===== config.mk =====
export PLATFORM = sky130hd
export DESIGN_NAME = apfs_pin_mux
export DESIGN_NICKNAME = d
export VERILOG_FILES = /design/src/apfs_pkg.sv /design/src/apfs_pin_mux.sv
export SDC_FILE = /design/constraint.sdc
export NUM_CORES = 1
export LEC_CHECK = 0
export BUFFER_PORTS_ARGS = -buffer_cell sky130_fd_sc_hd__buf_2
export CAP_MARGIN = 10
export CORE_ASPECT_RATIO = 0.6
export CORE_MARGIN = 3
export CORE_UTILIZATION = 40
export CTS_BUF_LIST = sky130_fd_sc_hd__clkbuf_4 sky130_fd_sc_hd__clkbuf_8
export CTS_CLUSTER_DIAMETER = 100
export DETAILED_ROUTE_END_ITERATION = 8
export PLACE_DENSITY = 0.67
export SLEW_MARGIN = 20
export SYNTH_ARGS = -nofsm -noshare
export SYNTH_HDL_FRONTEND = slang
export SYNTH_SLANG_ARGS = --single-unit
export TNS_END_PERCENT = 30

===== constraint.sdc =====
create_clock -name hclk -period 2.05 [get_ports hclk]
set_input_delay 0.205 -clock hclk [delete_from_list [all_inputs] [get_ports hclk]]
set_output_delay 0.205 -clock hclk [all_outputs]
set_load 0.01 [all_outputs]

===== src/apfs_pkg.sv =====
// apfs_pkg: register map, field layout, reset values and pin-route carrier
// for the analog port pin function select block.
// assumes a 32-bit AHB-Lite bus with each register on one aligned word.
package apfs_pkg;

  // register indices (byte address is four times the index)
  localparam logic [15:0] IDX_PORT2_DIRECTION   = 16'hff22;
  localparam logic [15:0] IDX_PORT7_DIRECTION   = 16'hff27;
  localparam logic [15:0] IDX_ANALOG_SEL_LO     = 16'hff2e;
  localparam logic [15:0] IDX_ANALOG_SEL_HI     = 16'hff2f;
  localparam logic [15:0] IDX_CONV_CHANNEL_SEL  = 16'hff30;
  localparam logic [15:0] IDX_AMPLIFIER_CONTROL = 16'hff31;
  localparam logic [15:0] IDX_COMPARATOR_ENABLE = 16'hff32;
  localparam logic [15:0] IDX_PIN_ROUTE_STATUS  = 16'hff33;

  // reset values
  localparam logic [7:0] RST_PORT2_DIRECTION  = 8'hff;
  localparam logic       RST_PORT7_PIN_DIR    = 1'h1;
  localparam logic [7:0] RST_ANALOG_SEL_LO    = 8'h00;
  localparam logic       RST_ANALOG_SEL_HI    = 1'h0;
  localparam logic [7:0] RST_CONV_CHANNEL_SEL = 8'h00;
  localparam logic       RST_AMP_BIT          = 1'h0;
  localparam logic [2:0] RST_COMPARATOR_EN    = 3'h0;

  // port-7 direction: unused upper bits read as one
  localparam logic [6:0] PORT7_UNUSED_BITS = 7'h7f;

  // field positions
  localparam int POS_AMPLIFIER_ENABLE = 7;
  localparam int POS_GAIN_AMP_ENABLE  = 6;
  localparam int POS_SEL_INTERNAL     = 5;
  localparam int POS_SEL_GAIN_OUT     = 4;
  localparam int POS_SEL_CHAN_HI      = 3;

  // pin numbering: 0..7 are port-2 pins, 8 is the port-7 pin
  localparam int NUM_PINS   = 9;
  localparam int PIN_AMP_N  = 0;
  localparam int PIN_AMP_IO = 1;
  localparam int PIN_AMP_P  = 2;

  // ahb-lite transfer type
  localparam logic [1:0] HTRANS_NONSEQ = 2'h2;

  // routing of every shared pin towards the analog units
  typedef struct packed {
    logic [8:0] conv_pin;   // pin drives the converter input
    logic       conv_gain;  // gain-amplifier output drives the converter
    logic [8:0] analog_in;  // pin held as analog input
    logic [1:0] amp_in;     // pins 0 and 2 feed the amplifier inputs
    logic       amp_out;    // amplifier output drives pin 1
    logic       gain_in;    // pin 1 feeds the gain-amplifier input
    logic [2:0] cmp_in;     // pins 3..5 feed their comparator inputs
  } apfs_route_t;

endpackage


===== src/apfs_pin_mux.sv =====
// apfs_pin_mux: direction and function selection for the nine pins shared
// between digital i/o and the analog converter, amplifier and comparators.
// assumes a single ahb-lite master on hclk; pin inputs are asynchronous.
//
// What this block does
// - on a digital pin, each port-2 direction bit set to 0 turns that pin's output buffer on and 1 turns it off.
// - bit 0 of the port-7 direction register turns the digital port-7 output buffer on at 0, off at 1.
// - the port-2 direction register is read/write at its own address and resets to all ones.
// - the port-7 direction register is read/write at its own address and resets to all ones.
// - an analog input-mode pin goes to the converter when the channel select picks it, save pin 1 with only the gain amplifier on.
// - an analog input-mode pin not picked stays analog with no conversion and no digital use.
// - pins 0 and 2 in analog input mode also feed the amplifier when it is enabled.
// - amplifier off and gain amplifier on makes pin 1 the gain input, converted via its output.
// - amplifier on and gain amplifier off puts the amplifier output on pin 1.
// - both on puts the amplifier output on pin 1 and feeds it to the gain amplifier too.
// - pins 3 to 5 in analog input mode feed their comparator when that one is enabled.
// - each digital/analog selection bit means analog at 0, digital at 1, and resets to 0.
`timescale 1ns/1ps
`default_nettype none

module apfs_pin_mux
  import apfs_pkg::*;
(
  // clock and reset
  input  wire logic        hclk,
  input  wire logic        hresetn,
  // ahb-lite slave
  input  wire logic        hsel,
  input  wire logic [31:0] haddr,
  input  wire logic [1:0]  htrans,
  input  wire logic        hwrite,
  input  wire logic [2:0]  hsize,
  input  wire logic [31:0] hwdata,
  input  wire logic        hready,
  output logic             hreadyout,
  output logic             hresp,
  output logic [31:0]      hrdata,
  // pins
  input  wire logic [8:0]  pin_i,
  output logic [8:0]       pin_o,
  output logic [8:0]       pin_oe,
  // port logic side
  input  wire logic [8:0]  port_out_data,
  output logic [8:0]       port_in_data,
  // analog units side
  output apfs_route_t      route
);

  // register state
  logic [7:0]  port2_direction;
  logic        port7_pin_dir_bit;
  logic [7:0]  analog_pin_select_lo;
  logic        analog_pin_select_hi;
  logic [7:0]  conv_channel_select;
  logic        amplifier_enable;
  logic        gain_amp_enable;
  logic [2:0]  comparator_enable;

  // bus state
  logic        wr_pend;
  logic [15:0] wr_idx;
  logic [31:0] next_rdata;

  // pin synchronisers
  logic [8:0]  pin_meta;
  logic [8:0]  pin_sync;

  // derived modes
  logic [8:0]  dir_in;
  logic [8:0]  digital;
  logic [8:0]  analog_in;
  apfs_route_t next_route;
  logic        addr_ok;
  logic        take;
  logic [15:0] addr_idx;

  function automatic logic chan_hit(input logic [7:0] sel, input logic [3:0] ch);
    chan_hit = !sel[POS_SEL_INTERNAL] && !sel[POS_SEL_GAIN_OUT]
               && (sel[POS_SEL_CHAN_HI:0] == ch);
  endfunction

  function automatic logic [31:0] reg_read(input logic [15:0] idx);
    reg_read = 32'h0000_0000;
    unique case (idx)
      IDX_PORT2_DIRECTION:   reg_read = {24'h00_0000, port2_direction};
      IDX_PORT7_DIRECTION:   reg_read = {24'h00_0000, PORT7_UNUSED_BITS,
                                         port7_pin_dir_bit};
      IDX_ANALOG_SEL_LO:     reg_read = {24'h00_0000, analog_pin_select_lo};
      IDX_ANALOG_SEL_HI:     reg_read = {31'h0000_0000, analog_pin_select_hi};
      IDX_CONV_CHANNEL_SEL:  reg_read = {24'h00_0000, conv_channel_select};
      IDX_AMPLIFIER_CONTROL: reg_read = {24'h00_0000, amplifier_enable,
                                         gain_amp_enable, 6'h00};
      IDX_COMPARATOR_ENABLE: reg_read = {29'h0000_0000, comparator_enable};
      IDX_PIN_ROUTE_STATUS:  reg_read = {6'h00, route};
      default:               reg_read = 32'h0000_0000;
    endcase
  endfunction

  // address phase decode
  assign addr_idx = haddr[17:2];
  assign addr_ok  = (haddr[31:18] == 14'h0000) && (haddr[1:0] == 2'h0);
  assign take     = hsel && hready && (htrans == HTRANS_NONSEQ) && addr_ok;

  // slave always ready with an okay answer
  always_ff @(posedge hclk or negedge hresetn) begin
    if (!hresetn) begin
      hreadyout <= 1'h1;
      hresp     <= 1'h0;
    end else begin
      hreadyout <= 1'h1;
      hresp     <= 1'h0;
    end
  end

  // write pending into the data phase
  always_ff @(posedge hclk or negedge hresetn) begin
    if (!hresetn) begin
      wr_pend <= 1'h0;
      wr_idx  <= 16'h0000;
    end else begin
      wr_pend <= take && hwrite;
      wr_idx  <= addr_idx;
    end
  end

  // read data forwarded from a write still in its data phase
  always_comb begin
    next_rdata = reg_read(addr_idx);
    if (wr_pend && (wr_idx == addr_idx)) begin
      unique case (addr_idx)
        IDX_PORT2_DIRECTION:   next_rdata = {24'h00_0000, hwdata[7:0]};
        IDX_PORT7_DIRECTION:   next_rdata = {24'h00_0000, PORT7_UNUSED_BITS, hwdata[0]};
        IDX_ANALOG_SEL_LO:     next_rdata = {24'h00_0000, hwdata[7:0]};
        IDX_ANALOG_SEL_HI:     next_rdata = {31'h0000_0000, hwdata[0]};
        IDX_CONV_CHANNEL_SEL:  next_rdata = {24'h00_0000, hwdata[7:0]};
        IDX_AMPLIFIER_CONTROL: next_rdata = {24'h00_0000, hwdata[7:6], 6'h00};
        IDX_COMPARATOR_ENABLE: next_rdata = {29'h0000_0000, hwdata[2:0]};
        default:               next_rdata = reg_read(addr_idx);
      endcase
    end
  end

  always_ff @(posedge hclk or negedge hresetn) begin
    if (!hresetn) begin
      hrdata <= 32'h0000_0000;
    end else if (take && !hwrite) begin
      hrdata <= next_rdata;
    end
  end

  // direction registers
  always_ff @(posedge hclk or negedge hresetn) begin
    if (!hresetn) begin
      port2_direction   <= RST_PORT2_DIRECTION;
      port7_pin_dir_bit <= RST_PORT7_PIN_DIR;
    end else if (wr_pend) begin
      if (wr_idx == IDX_PORT2_DIRECTION) begin
        port2_direction <= hwdata[7:0];
      end
      if (wr_idx == IDX_PORT7_DIRECTION) begin
        port7_pin_dir_bit <= hwdata[0];
      end
    end
  end

  // digital/analog selection registers
  always_ff @(posedge hclk or negedge hresetn) begin
    if (!hresetn) begin
      analog_pin_select_lo <= RST_ANALOG_SEL_LO;
      analog_pin_select_hi <= RST_ANALOG_SEL_HI;
    end else if (wr_pend) begin
      if (wr_idx == IDX_ANALOG_SEL_LO) begin
        analog_pin_select_lo <= hwdata[7:0];
      end
      if (wr_idx == IDX_ANALOG_SEL_HI) begin
        analog_pin_select_hi <= hwdata[0];
      end
    end
  end

  // channel select, amplifier and comparator enables
  always_ff @(posedge hclk or negedge hresetn) begin
    if (!hresetn) begin
      conv_channel_select <= RST_CONV_CHANNEL_SEL;
      amplifier_enable    <= RST_AMP_BIT;
      gain_amp_enable     <= RST_AMP_BIT;
      comparator_enable   <= RST_COMPARATOR_EN;
    end else if (wr_pend) begin
      if (wr_idx == IDX_CONV_CHANNEL_SEL) begin
        conv_channel_select <= hwdata[7:0];
      end
      if (wr_idx == IDX_AMPLIFIER_CONTROL) begin
        amplifier_enable <= hwdata[POS_AMPLIFIER_ENABLE];
        gain_amp_enable  <= hwdata[POS_GAIN_AMP_ENABLE];
      end
      if (wr_idx == IDX_COMPARATOR_ENABLE) begin
        comparator_enable <= hwdata[2:0];
      end
    end
  end

  // two-flop synchroniser on the pin inputs
  always_ff @(posedge hclk or negedge hresetn) begin
    if (!hresetn) begin
      pin_meta <= 9'h000;
      pin_sync <= 9'h000;
    end else begin
      pin_meta <= pin_i;
      pin_sync <= pin_meta;
    end
  end

  // per-pin modes
  assign dir_in    = {port7_pin_dir_bit, port2_direction};
  assign digital   = {analog_pin_select_hi, analog_pin_select_lo};
  assign analog_in = ~digital & dir_in;

  // analog routing
  always_comb begin
    next_route = '0;
    for (int i = 0; i < NUM_PINS; i++) begin
      next_route.analog_in[i] = analog_in[i];
      next_route.conv_pin[i]  = analog_in[i]
                                && chan_hit(conv_channel_select, 4'(i));
    end
    // pin 1 with only the gain amplifier on is converted through its output
    if (gain_amp_enable && !amplifier_enable) begin
      next_route.conv_pin[PIN_AMP_IO] = 1'h0;
    end
    next_route.conv_gain = gain_amp_enable && analog_in[PIN_AMP_IO]
                           && !conv_channel_select[POS_SEL_INTERNAL]
                           && conv_channel_select[POS_SEL_GAIN_OUT];
    next_route.amp_in[0] = amplifier_enable && analog_in[PIN_AMP_N];
    next_route.amp_in[1] = amplifier_enable && analog_in[PIN_AMP_P];
    next_route.amp_out   = amplifier_enable && analog_in[PIN_AMP_IO];
    next_route.gain_in   = gain_amp_enable && analog_in[PIN_AMP_IO];
    // pin 3 feeds comparator 2, pin 4 comparator 0, pin 5 comparator 1
    next_route.cmp_in[0] = comparator_enable[2] && analog_in[3];
    next_route.cmp_in[1] = comparator_enable[0] && analog_in[4];
    next_route.cmp_in[2] = comparator_enable[1] && analog_in[5];
  end

  always_ff @(posedge hclk or negedge hresetn) begin
    if (!hresetn) begin
      route <= '0;
    end else begin
      route <= next_route;
    end
  end

  // digital buffers: output on when direction bit is 0 on a digital pin
  always_ff @(posedge hclk or negedge hresetn) begin
    if (!hresetn) begin
      pin_oe       <= 9'h000;
      pin_o        <= 9'h000;
      port_in_data <= 9'h000;
    end else begin
      pin_oe       <= digital & ~dir_in;
      pin_o        <= port_out_data & digital & ~dir_in;
      port_in_data <= pin_sync & digital & dir_in;
    end
  end

  property p_oe_port2;
    @(posedge hclk) disable iff (!hresetn)
      (digital[3] && !port2_direction[3]) |=> pin_oe[3];
  endproperty
  a_oe_port2: assert property (p_oe_port2) else $error("port-2 buffer off in output mode");

  property p_oe_port7;
    @(posedge hclk) disable iff (!hresetn)
      port7_pin_dir_bit |=> !pin_oe[8];
  endproperty
  a_oe_port7: assert property (p_oe_port7) else $error("port-7 buffer on in input mode");

  property p_p2_write;
    @(posedge hclk) disable iff (!hresetn)
      (wr_pend && wr_idx == IDX_PORT2_DIRECTION) |=> port2_direction == $past(hwdata[7:0]);
  endproperty
  a_p2_write: assert property (p_p2_write) else $error("port-2 direction not written");

  property p_p7_read;
    @(posedge hclk) disable iff (!hresetn)
      (take && !hwrite && addr_idx == IDX_PORT7_DIRECTION) |=> hrdata[7:1] == 7'h7f;
  endproperty
  a_p7_read: assert property (p_p7_read) else $error("port-7 upper bits not one");

  property p_convert;
    @(posedge hclk) disable iff (!hresetn)
      (analog_in[5] && chan_hit(conv_channel_select, 4'h5)) |=> route.conv_pin[5];
  endproperty
  a_convert: assert property (p_convert) else $error("selected analog pin not converted");

  property p_quiet_analog;
    @(posedge hclk) disable iff (!hresetn)
      (analog_in[6] && !chan_hit(conv_channel_select, 4'h6))
        |=> !pin_oe[6] && !port_in_data[6] && !route.conv_pin[6] && route.analog_in[6];
  endproperty
  a_quiet_analog: assert property (p_quiet_analog) else $error("idle analog pin active");

  property p_amp_in;
    @(posedge hclk) disable iff (!hresetn)
      (amplifier_enable && analog_in[PIN_AMP_P]) |=> route.amp_in[1];
  endproperty
  a_amp_in: assert property (p_amp_in) else $error("amplifier input not routed");

  property p_gain_only;
    @(posedge hclk) disable iff (!hresetn)
      (gain_amp_enable && !amplifier_enable && analog_in[PIN_AMP_IO])
        |=> route.gain_in && !route.conv_pin[PIN_AMP_IO] && !route.amp_out;
  endproperty
  a_gain_only: assert property (p_gain_only) else $error("pin 1 not gain input");

  property p_both_amps;
    @(posedge hclk) disable iff (!hresetn)
      (gain_amp_enable && amplifier_enable && analog_in[PIN_AMP_IO])
        |=> route.amp_out && route.gain_in;
  endproperty
  a_both_amps: assert property (p_both_amps) else $error("pin 1 not shared by both amps");

  property p_cmp;
    @(posedge hclk) disable iff (!hresetn)
      (comparator_enable[0] && analog_in[4]) |=> route.cmp_in[1];
  endproperty
  a_cmp: assert property (p_cmp) else $error("comparator input not routed");

  property p_p7_write;
    @(posedge hclk) disable iff (!hresetn)
      (wr_pend && wr_idx == IDX_PORT7_DIRECTION) |=> port7_pin_dir_bit == $past(hwdata[0]);
  endproperty
  a_p7_write: assert property (p_p7_write) else $error("port-7 direction not written");

  property p_amp_only;
    @(posedge hclk) disable iff (!hresetn)
      (amplifier_enable && !gain_amp_enable && analog_in[PIN_AMP_IO])
        |=> route.amp_out && !route.gain_in && !route.conv_gain;
  endproperty
  a_amp_only: assert property (p_amp_only) else $error("pin 1 not amplifier output");

endmodule // apfs_pin_mux

`default_nettype wire


* Word-level counts from Yosys, hierarchy flattened
Index checks and enable logic that the tools add are counted.
** Storage, ports and cells
- Input port bits :: 92
- Register bits :: 151
- Output and inout port bits :: 87
- Logic and storage cells :: 112
** Operators by class
- Bitwise logic cells :: 8
- Mux-type cells :: 5
- Reduce and logical (&&, ||, !) cells :: 51
- Equality and inequality tests :: 25
** Operators by type and width (number)
- == test 16 bit (second input constant) :: 15
- one-hot mux 26 bit (8 select lines) :: 1
- one-hot mux 26 bit (5 select lines) :: 1
- AND 9 bit :: 6
- logical AND 1 bit :: 36
- 2-to-1 mux 32 bit :: 1
- 2-to-1 mux 26 bit :: 1
- inverter 9 bit :: 2
- == test 16 bit :: 1
- == test 4 x 3 -> 1 bit (second input constant) :: 4
- logical NOT 14 bit :: 1
- AND reduction 2 bit :: 7
- == test 4 x 2 -> 1 bit (second input constant) :: 2
- == test 4 x 1 -> 1 bit (second input constant) :: 1
- == test 4 bit (second input constant) :: 1
- logical NOT 1 bit :: 4
- logical NOT 4 bit :: 1
- OR reduction 3 bit :: 1
- == test 2 bit (second input constant) :: 1
- logical NOT 2 bit :: 1
- 2-to-1 mux 1 bit :: 1

* Logic depth before layout (Yosys ltp)
Gate-level depths: netlist (run 1).
- Depth in word-level cells :: 5
- Depth in mapped cells :: 8

* Worst setup path after synthesis (run 1)
Ideal clock, no wire load.
- Kind :: input to register
- Start :: input haddr[6]
- End :: register hrdata[1]
- Slack :: -56 ps
- Required time :: 1985 ps
- Data arrival time :: 2041 ps
- Stages :: 7
- Setup time :: 65 ps
- Path through :: or4b_1 > buf_2 > or4_4 > a21oi_2 > nand2_1 > a2111oi_2 > a211o_1
** Between the ends
- Word-level cells in the longest chain between the ends :: 4
** Ends and longest elaborated chain
- start: declaration :: line apfs_pin_mux.sv:29 : input wire logic [31:0] haddr,
- == test 16 bit (on tied branches) :: line apfs_pin_mux.sv:84, apfs_pin_mux.sv:130
- OR reduction 3 bit (no source line) or 2-to-1 mux 26 bit (tied branches)
- one-hot mux 26 bit (5 select lines) :: line apfs_pin_mux.sv:130 : unique case (addr_idx)
- 2-to-1 mux 32 bit (*) :: line apfs_pin_mux.sv:129 : if (wr_pend && (wr_idx == addr_idx)) begin
- end signal: assignment :: line apfs_pin_mux.sv:147 : hrdata <= next_rdata;
- end: declaration :: line apfs_pin_mux.sv:37 : output logic [31:0] hrdata,
Mark *: on every way between the ends. The rest lies on a longest branch, timed or not.
A chain may end at the register's enable or synchronous reset.

* Worst setup path after layout (run 1)
- Start :: input haddr[15]
- End :: register hrdata[0]
Same word-level chain as after synthesis.

==> impl_metrics.json, run 1 <==
{
  "outcome": "finished, final reports clean",
  "insertedDiodeCount": 0,
  "clock_skew_ps": 15.1,
  "drt-pass1-iter-count": 6,
  "hold_depth": 2,
  "grt.total_usage_pct": 23.3,
  "reg2reg_setup_slack_ps": 120,
  "yosysWarnings": 0,
  "num_io_pins": 179,
  "grt_max_degree": 52,
  "pwr_density_cell_nw_per_um2": 715,
  "clockBufferDepth": 2,
  "cts_sinks": 145,
  "final_hold_viol_count": 0,
  "die_area_sq_um": 16800,
  "tightest_slew_ps": 569,
  "fin_ws_ps": 44.0,
  "cts-root-buf": "clkbuf_8",
  "dp_worst_setup_slack_ps": -152,
  "grt_pass1_wl_um": 29100,
  "clk_transition_reported_paths_ps": 80,
  "tns_ps": 0,
  "rsz0062_at_grt": "false",
  "seq_area_frac_synth_pct": 59.8,
  "maxSlewViolCount": 0,
  "num_rows": 34,
  "drc_errors": 0,
  "htreeDepth": 4,
  "holdPathEnd": "wr_idx[6]$_DFF_PN0_",
  "ys_seq_elements": 145,
  "die_h_um": 102,
  "synth.distinct_cells": 61,
  "dpl.hpwl_um": 14700,
  "finalSetupViolations": 0,
  "path_max_fanout": 5,
  "async_flop_share_pct": 100,
  "core_area_sq_um": 14700,
  "avgViaCountPerCell": 5.36,
  "hp-class": "in2reg",
  "maxCapViolations": 0,
  "cts_made_buffers": 17,
  "period_needed_ps": 2010,
  "p_leak_nw": 3.98,
  "fillers": 1293,
  "required_ps": 2350,
  "synth_cells": 538,
  "syn_area_per_cell_sq_um": 11.3,
  "synth.cell_area_sq_um": 6090,
  "dr_total_vias": 5230,
  "synthFlopType": "dfrtp_1",
  "relSlewSlack_pct": 62.0,
  "arrival_ps": 2310,
  "clk_latency_ps": 440,
  "routed_wl_um": 19200,
  "criticalPathCategory": "in2reg",
  "antenna_found_initial": 1,
  "drive_gt1_share_pct": 35.9,
  "gp_congestion": 0.924,
  "hold_start": "haddr[8]",
  "nets": 856,
  "die_x_um": 165,
  "cp-start-kind": "primary input",
  "portBuffers": 143,
  "area_growth_pct": 32.9,
  "initial_core_util_pct": 41.5,
  "reg2reg_depth": 6,
  "detail-route-antenna-nets": 0,
  "timing.rr.end": "conv_channel_select[0]$_DFFE_PN0P_",
  "grt_pass1_vias": 5133,
  "cts_tree": "done",
  "globalRouteOverflowTotal": 0,
  "timing.final.crit_share_pct": 97.9,
  "wl_per_cell_um": 19.7,
  "r2r-start": "wr_idx[7]$_DFF_PN0_",
  "drt_iter0_drc": 517,
  "max_freq_mhz": 499,
  "synth-edff-count": 0,
  "critPathCaptureType": "flip-flop",
  "irDropWorstVdd_uv": 470
}
power by group:
group	internal, mW	leakage [nW]	switching, mW
sequential	2.94	1.83	0.0664
clock	1.15	0.199	1.15
combinational	0.213	1.95	0.253
layer usage:
| metal | part of all wire [%] | track usage (%) | up-vias |
|---|---|---|---|
| li1 | - | - | 2354 |
| met1 | 48 | 35.4 | 2598 |
| met2 | 42 | 33.4 | 259 |
| met3 | 9.3 | 6.74 | 17 |
| met4 | 0.72 | 4.51 | 2 |
| met5 | 0.068 | 0 | - |
critical path, cell delays in order:
cell and delay [ps]:
dlygate4sd3_1 550, buf_2 150, xnor2_1 200, nand4_1 170, nor3_2 250, buf_4 170, a21oi_1 120, a221oi_1 420
a21oi_1 70
placed cells by master, fill, tap and decap left out, types with 4 or more instances in the layout:
cell	count
nand2_1	71
buf_2	142
clkbuf_8	18
buf_4	49
and3_1	11
nor4_1	13
nand2b_1	5
inv_1	12
nor2b_1	14
dlygate4sd3_1	30
o31ai_1	5
xnor2_1	16
and2_1	20
nand4_1	10
dfrtp_1	136
conb_1	8
dfstp_2	9
nor2_1	22
nand3_1	28
mux2i_1	4
mux2_2	27
a22oi_1	11
a21oi_1	14
or2_2	4
nor3_1	5
o211ai_1	4
o21ai_0	15
inv_6	4
area by class of cell:
class                           instances  area [sq um]  area share [%]
Sequential cell                       145          3640            45.0
Multi-Input combinational cell        365          2340            28.9
Timing Repair Buffer                  223          1410            17.4
Clock buffer                           19           255            3.15
Tap cell                              198           248            3.06
Clock inverter                         13           151            1.87
Inverter                               12          45.0           0.557
worst max path at each step:
| stage | endpoint | slack, ps | from |
|---|---|---|---|
| 2_1_floorplan | hrdata[15]$_DFFE_PN0P_ | 30 | haddr[4] |
| 3_3_place_gp | hrdata[4]$_DFFE_PN0P_ | -150 | haddr[6] |
| 3_5_place_dp | hrdata[2]$_DFFE_PN0P_ | -150 | haddr[6] |
| 4_1_cts | hrdata[1]$_DFFE_PN0P_ | 30 | haddr[17] |
| 5_1_grt | hrdata[4]$_DFFE_PN0P_ | 0.7 | haddr[14] |
| 6_report | hrdata[0]$_DFFE_PN0P_ | 40 | haddr[15] |
kinds of logic (layout without fill, tap and decap cells):
logic type	Yosys count	in the layout	share of synthesized area [%]
DFF	145	145	59.8
xor gates and xnor gates	17	17	2.45
AOI/OAI and AO/OA	71	71	8.18
buffers and inverters	34	267	2.63
muxes	31	31	5.65
and+or+nand+nor	238	238	21.2
other	2	8	0.123
state kept, by name (all words and copies together) (netlist names), 8 cells and up:
signal	flops
port_in_data	9
analog_pin_select_lo	8
route	26
conv_channel_select	8
hrdata	26
pin_o	9
pin_oe	9
port2_direction	8
wr_idx	16
pin_meta	9
pin_sync	9
stage by stage:
stage          power, mW  std cells  util, %  hold WS (ps)  area (sq um)
5_1_grt             6.03        975     55.1          13.7          8090
4_1_cts             5.83        975     55.0          3.07          8080
3_5_place_dp        3.48        913     50.2           163          7370
3_3_place_gp        3.47        913     50.2           151          7370
2_1_floorplan       3.21        544        -         -90.6          6120
6_report            5.78        975     55.1          31.4          8090
cell usage after synthesis (4+ instances only):
| cell | count | share of area (%) |
|---|---|---|
| nor3_1 | 7 | 0.58 |
| a22oi_1 | 11 | 1.4 |
| a21oi_1 | 14 | 1.2 |
| nand3_1 | 28 | 2.3 |
| o31ai_1 | 5 | 0.62 |
| nand4_1 | 10 | 1.0 |
| dfrtp_1 | 136 | 56 |
| mux2_2 | 27 | 5.0 |
| nor2b_1 | 14 | 1.4 |
| and2_1 | 20 | 2.1 |
| inv_1 | 12 | 0.74 |
| dfstp_2 | 9 | 3.9 |
| nor2_1 | 23 | 1.4 |
| mux2i_1 | 4 | 0.66 |
| o21ai_0 | 15 | 1.2 |
| xnor2_1 | 16 | 2.3 |
| clkbuf_1 | 11 | 0.68 |
| buf_4 | 8 | 0.99 |
| nor4_1 | 15 | 1.5 |
| or2_2 | 5 | 0.51 |
| o211ai_1 | 4 | 0.49 |
| nand2b_1 | 5 | 0.51 |
| nand2_1 | 71 | 4.4 |
| and3_1 | 11 | 1.1 |
what timing repair did:
| item | 4_1_cts | 5_1_grt |
|---|---|---|
| hold buffers | 30 | 0 |
| setup buffers | 0 | 0 |
| setup endpoints to repair | 0 | 6 |
| resized for setup | 0 | 4 |
| hold endpoints to repair | 66 | 0 |
Power figures use the tool's default switching activity.
==> inputs of run 2 (changes only) <==
--- a/config.mk
+++ b/config.mk
@@ -5,6 +5,7 @@
 export SDC_FILE = /design/constraint.sdc
 export NUM_CORES = 1
 export LEC_CHECK = 0
+export ABC_AREA = 1
 export BUFFER_PORTS_ARGS = -buffer_cell sky130_fd_sc_hd__buf_2
 export CAP_MARGIN = 10
 export CORE_ASPECT_RATIO = 0.6
@@ -13,6 +14,7 @@
 export CTS_BUF_LIST = sky130_fd_sc_hd__clkbuf_4 sky130_fd_sc_hd__clkbuf_8
 export CTS_CLUSTER_DIAMETER = 100
 export DETAILED_ROUTE_END_ITERATION = 8
+export GPL_TIMING_DRIVEN = 0
 export PLACE_DENSITY = 0.67
 export SLEW_MARGIN = 20
 export SYNTH_ARGS = -nofsm -noshare
==> run 2 against run 1 <==
  * Non-clock buffer count decreased by 27
  * Largest cell class unchanged
  * Count of clock-buffer cells in the layout decreased by 2
  * Synthesized cell count increased by 27%
  * Worst hold slack improved by 6.7 ps
  * Highest routed layer is now met4
  * Clock skew decreased by 4.2 ps
  * Area after synthesis increased by 0.41%
  * Global-route usage decreased by 2.5 points
  * Die area increased by 0.39%
  * Critical endpoint is now analog_pin_select_lo[6]$_DFFE_PN0P_
  * Sequential cell count unchanged
  * Wire length decreased by 12%
  * First-iteration DRC count decreased by 20%
==> impl_metrics.json, run 2 <==
{
  "outcome": "finished, final reports clean",
  "crit_path_top_delay_cell": "clkbuf_1",
  "cp_common_cell": "nand3_1",
  "dr_total_vias": 5202,
  "clk_transition_reported_paths_ps": 90,
  "period_needed_ps": 1930,
  "drt_iter0_drc": 416,
  "top_regs": "hrdata (26), route (26), wr_idx (16)",
  "cp-start-kind": "flip-flop",
  "synth.cell_area_sq_um": 6110,
  "die_area_sq_um": 16900,
  "syn_area_per_cell_sq_um": 8.98,
  "nets": 978,
  "r2r-start": "wr_idx[14]$_DFF_PN0_",
  "die_x_um": 166,
  "core_area_sq_um": 14700,
  "hold_start": "haddr[30]",
  "holdPathEnd": "wr_pend$_DFF_PN0_",
  "antenna_found_initial": 0,
  "max_freq_mhz": 518,
  "yosysWarnings": 0,
  "detail-route-antenna-nets": 0,
  "hold_slack_ps": 38.1,
  "grt_pass1_wl_um": 27400,
  "gp_congestion": 0.902,
  "timing.final.crit_share_pct": 94.1,
  "synth.most_common_cell": "nand2_1",
  "max_stage_delay_ps": 400,
  "reg2reg_setup_slack_ps": 120,
  "htreeDepth": 4,
  "synth_top_area_share_pct": 55.7,
  "initial_core_util_pct": 41.5,
  "wl_per_cell_um": 15.3,
  "mostFrequentLayoutCell": "nand2_1",
  "path_max_fanout": 10,
  "timing.rr.end": "analog_pin_select_lo[6]$_DFFE_PN0P_",
  "finalSetupViolations": 0,
  "cts-root-buf": "clkbuf_8",
  "synth-edff-count": 0,
  "synthFlopType": "dfrtp_1",
  "num_rows": 34,
  "globalRouteOverflowTotal": 0,
  "grt_pass1_vias": 5050,
  "criticalPathCategory": "reg2reg",
  "synth_cells": 681,
  "clockBufferDepth": 2,
  "synth.distinct_cells": 35,
  "p_leak_nw": 4.44,
  "drc_errors": 0,
  "pwr_density_cell_nw_per_um2": 699,
  "layout_common_cells": "nand2_1 (170), buf_2 (145), dfrtp_1 (136)",
  "drive_gt1_share_pct": 27.3,
  "routed_wl_um": 16800,
  "cp_num_buf_inv": 2,
  "relSlewSlack_pct": 58.3,
  "avgViaCountPerCell": 4.74,
  "seq_area_frac_synth_pct": 59.5,
  "synth.area.top_cells": "dfrtp_1 (56%), nand2_1 (10%), nor2_1 (6.4%)",
  "required_ps": 2360,
  "arrival_ps": 2240,
  "reg2reg_depth": 8,
  "num_io_pins": 179,
  "ys_seq_elements": 145,
  "hold_depth": 4,
  "synth_top_cell_by_area": "dfrtp_1",
  "crit_family": "simple AND/OR/NAND/NOR gates",
  "dpl.hpwl_um": 12400,
  "final_hold_viol_count": 0,
  "cts_sinks": 145,
  "drt-pass1-iter-count": 5,
  "maxSlewViolCount": 0,
  "power.total_mw": 5.53,
  "synthTopCellsByCount": "nand2_1 (170), dfrtp_1 (136), nor2_1 (104), inv_1 (75), o21ai_1 (38)",
  "area_growth_pct": 29.3,
  "tightest_slew_ps": 625,
  "maxCapViolations": 0,
  "hp-class": "in2reg",
  "clk_latency_ps": 450,
  "grt_max_degree": 101,
  "rsz0062_at_grt": "true",
  "insertedDiodeCount": 0,
  "irDropWorstVdd_uv": 388,
  "critPathCaptureType": "flip-flop",
  "worstPathCellList": "nand4_1, nor2_1, nand3_1, inv_2, nand3_1, clkbuf_1, nand2_1, o21ai_1",
  "clock_skew_ps": 10.8,
  "portBuffers": 143,
  "cts_made_buffers": 17,
  "grt.total_usage_pct": 20.9,
  "async_flop_share_pct": 100,
  "cts_tree": "done",
  "die_h_um": 102
}
[run 2: changes by cell type after synthesis, moves of 14 or more]
cell	delta
inv_1	+63
and2_1	-20
o21ai_1	+37
mux2_2	-27
xnor2_1	-14
nor2_1	+81
nor2b_1	-14
nand2_1	+99
[run 2: logic make-up after synthesis]
logic type | synth area share [%]
xor+xnor | 1.29
other cells | 0.123
buf+inv | 7.02
flops | 59.5
simple gates | 26.0
compound gates | 6.06
[run 2: how the worst max path moves through the flow]
stage                         start                                  end  slack [ps]  depth (start not counted)
2_1_floorplan   wr_idx[2]$_DFF_PN0_   conv_channel_select[5]$_DFFE_PN0P_         610                          7
3_3_place_gp                hresetn                pin_meta[0]$_DFF_PN0_       -1270                          1
3_5_place_dp   wr_idx[15]$_DFF_PN0_       port2_direction[0]$_DFFE_PN1P_         190                          7
4_1_cts        wr_idx[14]$_DFF_PN0_       port2_direction[0]$_DFFE_PN1P_         100                          7
5_1_grt         wr_idx[6]$_DFF_PN0_  analog_pin_select_lo[7]$_DFFE_PN0P_         -20                          7
6_report       wr_idx[14]$_DFF_PN0_  analog_pin_select_lo[6]$_DFFE_PN0P_         120                          8
[run 2: area by class of cell]
type / instances / area, sq um
clock buffers: 17 / 234
clock inverters: 15 / 170
flip-flops and latches: 145 / 3640
multi-input cells: 443 / 2070
well taps: 198 / 248
fillers: 1363 / 6820
plain buffers: 16 / 110
inverters: 83 / 320
repair buffers: 180 / 1110
[run 2: report_power, final]
| part | leakage [nW] | internal, mW | total (mW) | switching (mW) |
|---|---|---|---|---|
| Clock | 0.198 | 1.02 | 2.27 | 1.26 |
| Combinational | 2.46 | 0.148 | 0.330 | 0.182 |
| Sequential | 1.78 | 2.90 | 2.92 | 0.0212 |
| Total | 4.44 | 4.07 | 5.53 | 1.46 |
[run 2: through the flow]
step	setup WS [ps]	utilization, %	cell area [sq um]	TNS [ps]	instances
6_report	120	53.7	7900	0	1097
4_1_cts	103	53.7	7900	0	1097
5_1_grt	-15.1	53.7	7900	-18.6	1097
3_5_place_dp	191	48.5	7140	0	1029
3_3_place_gp	-1270	48.2	7100	-174260	1028
2_1_floorplan	607	-	6140	0	687
[run 2: timing repair]
action / 4_1_cts / 5_1_grt
setup endpoints to repair: 0 / 8
resized for setup: 0 / 2
setup buffers: 0 / 0
hold endpoints to repair: 80 / 0
hold buffers: 36 / 0
[run 2: worst register-to-register path, delay by kind of cell (launching register included)]
family	cells	cell delay, ps
AOI/OAI and AO/OA	1	70
buffers and inverters	2	520
DFF	1	390
and+or+nand+nor	5	810
[run 2: per-layer routing]
layer	up-vias	global-route usage [%]	wire, um
li1	2548	-	-
met1	2423	32.4	8520
met2	213	28.5	6680
met3	18	6.16	1470
met4	0	5.05	166
met5	-	0	0
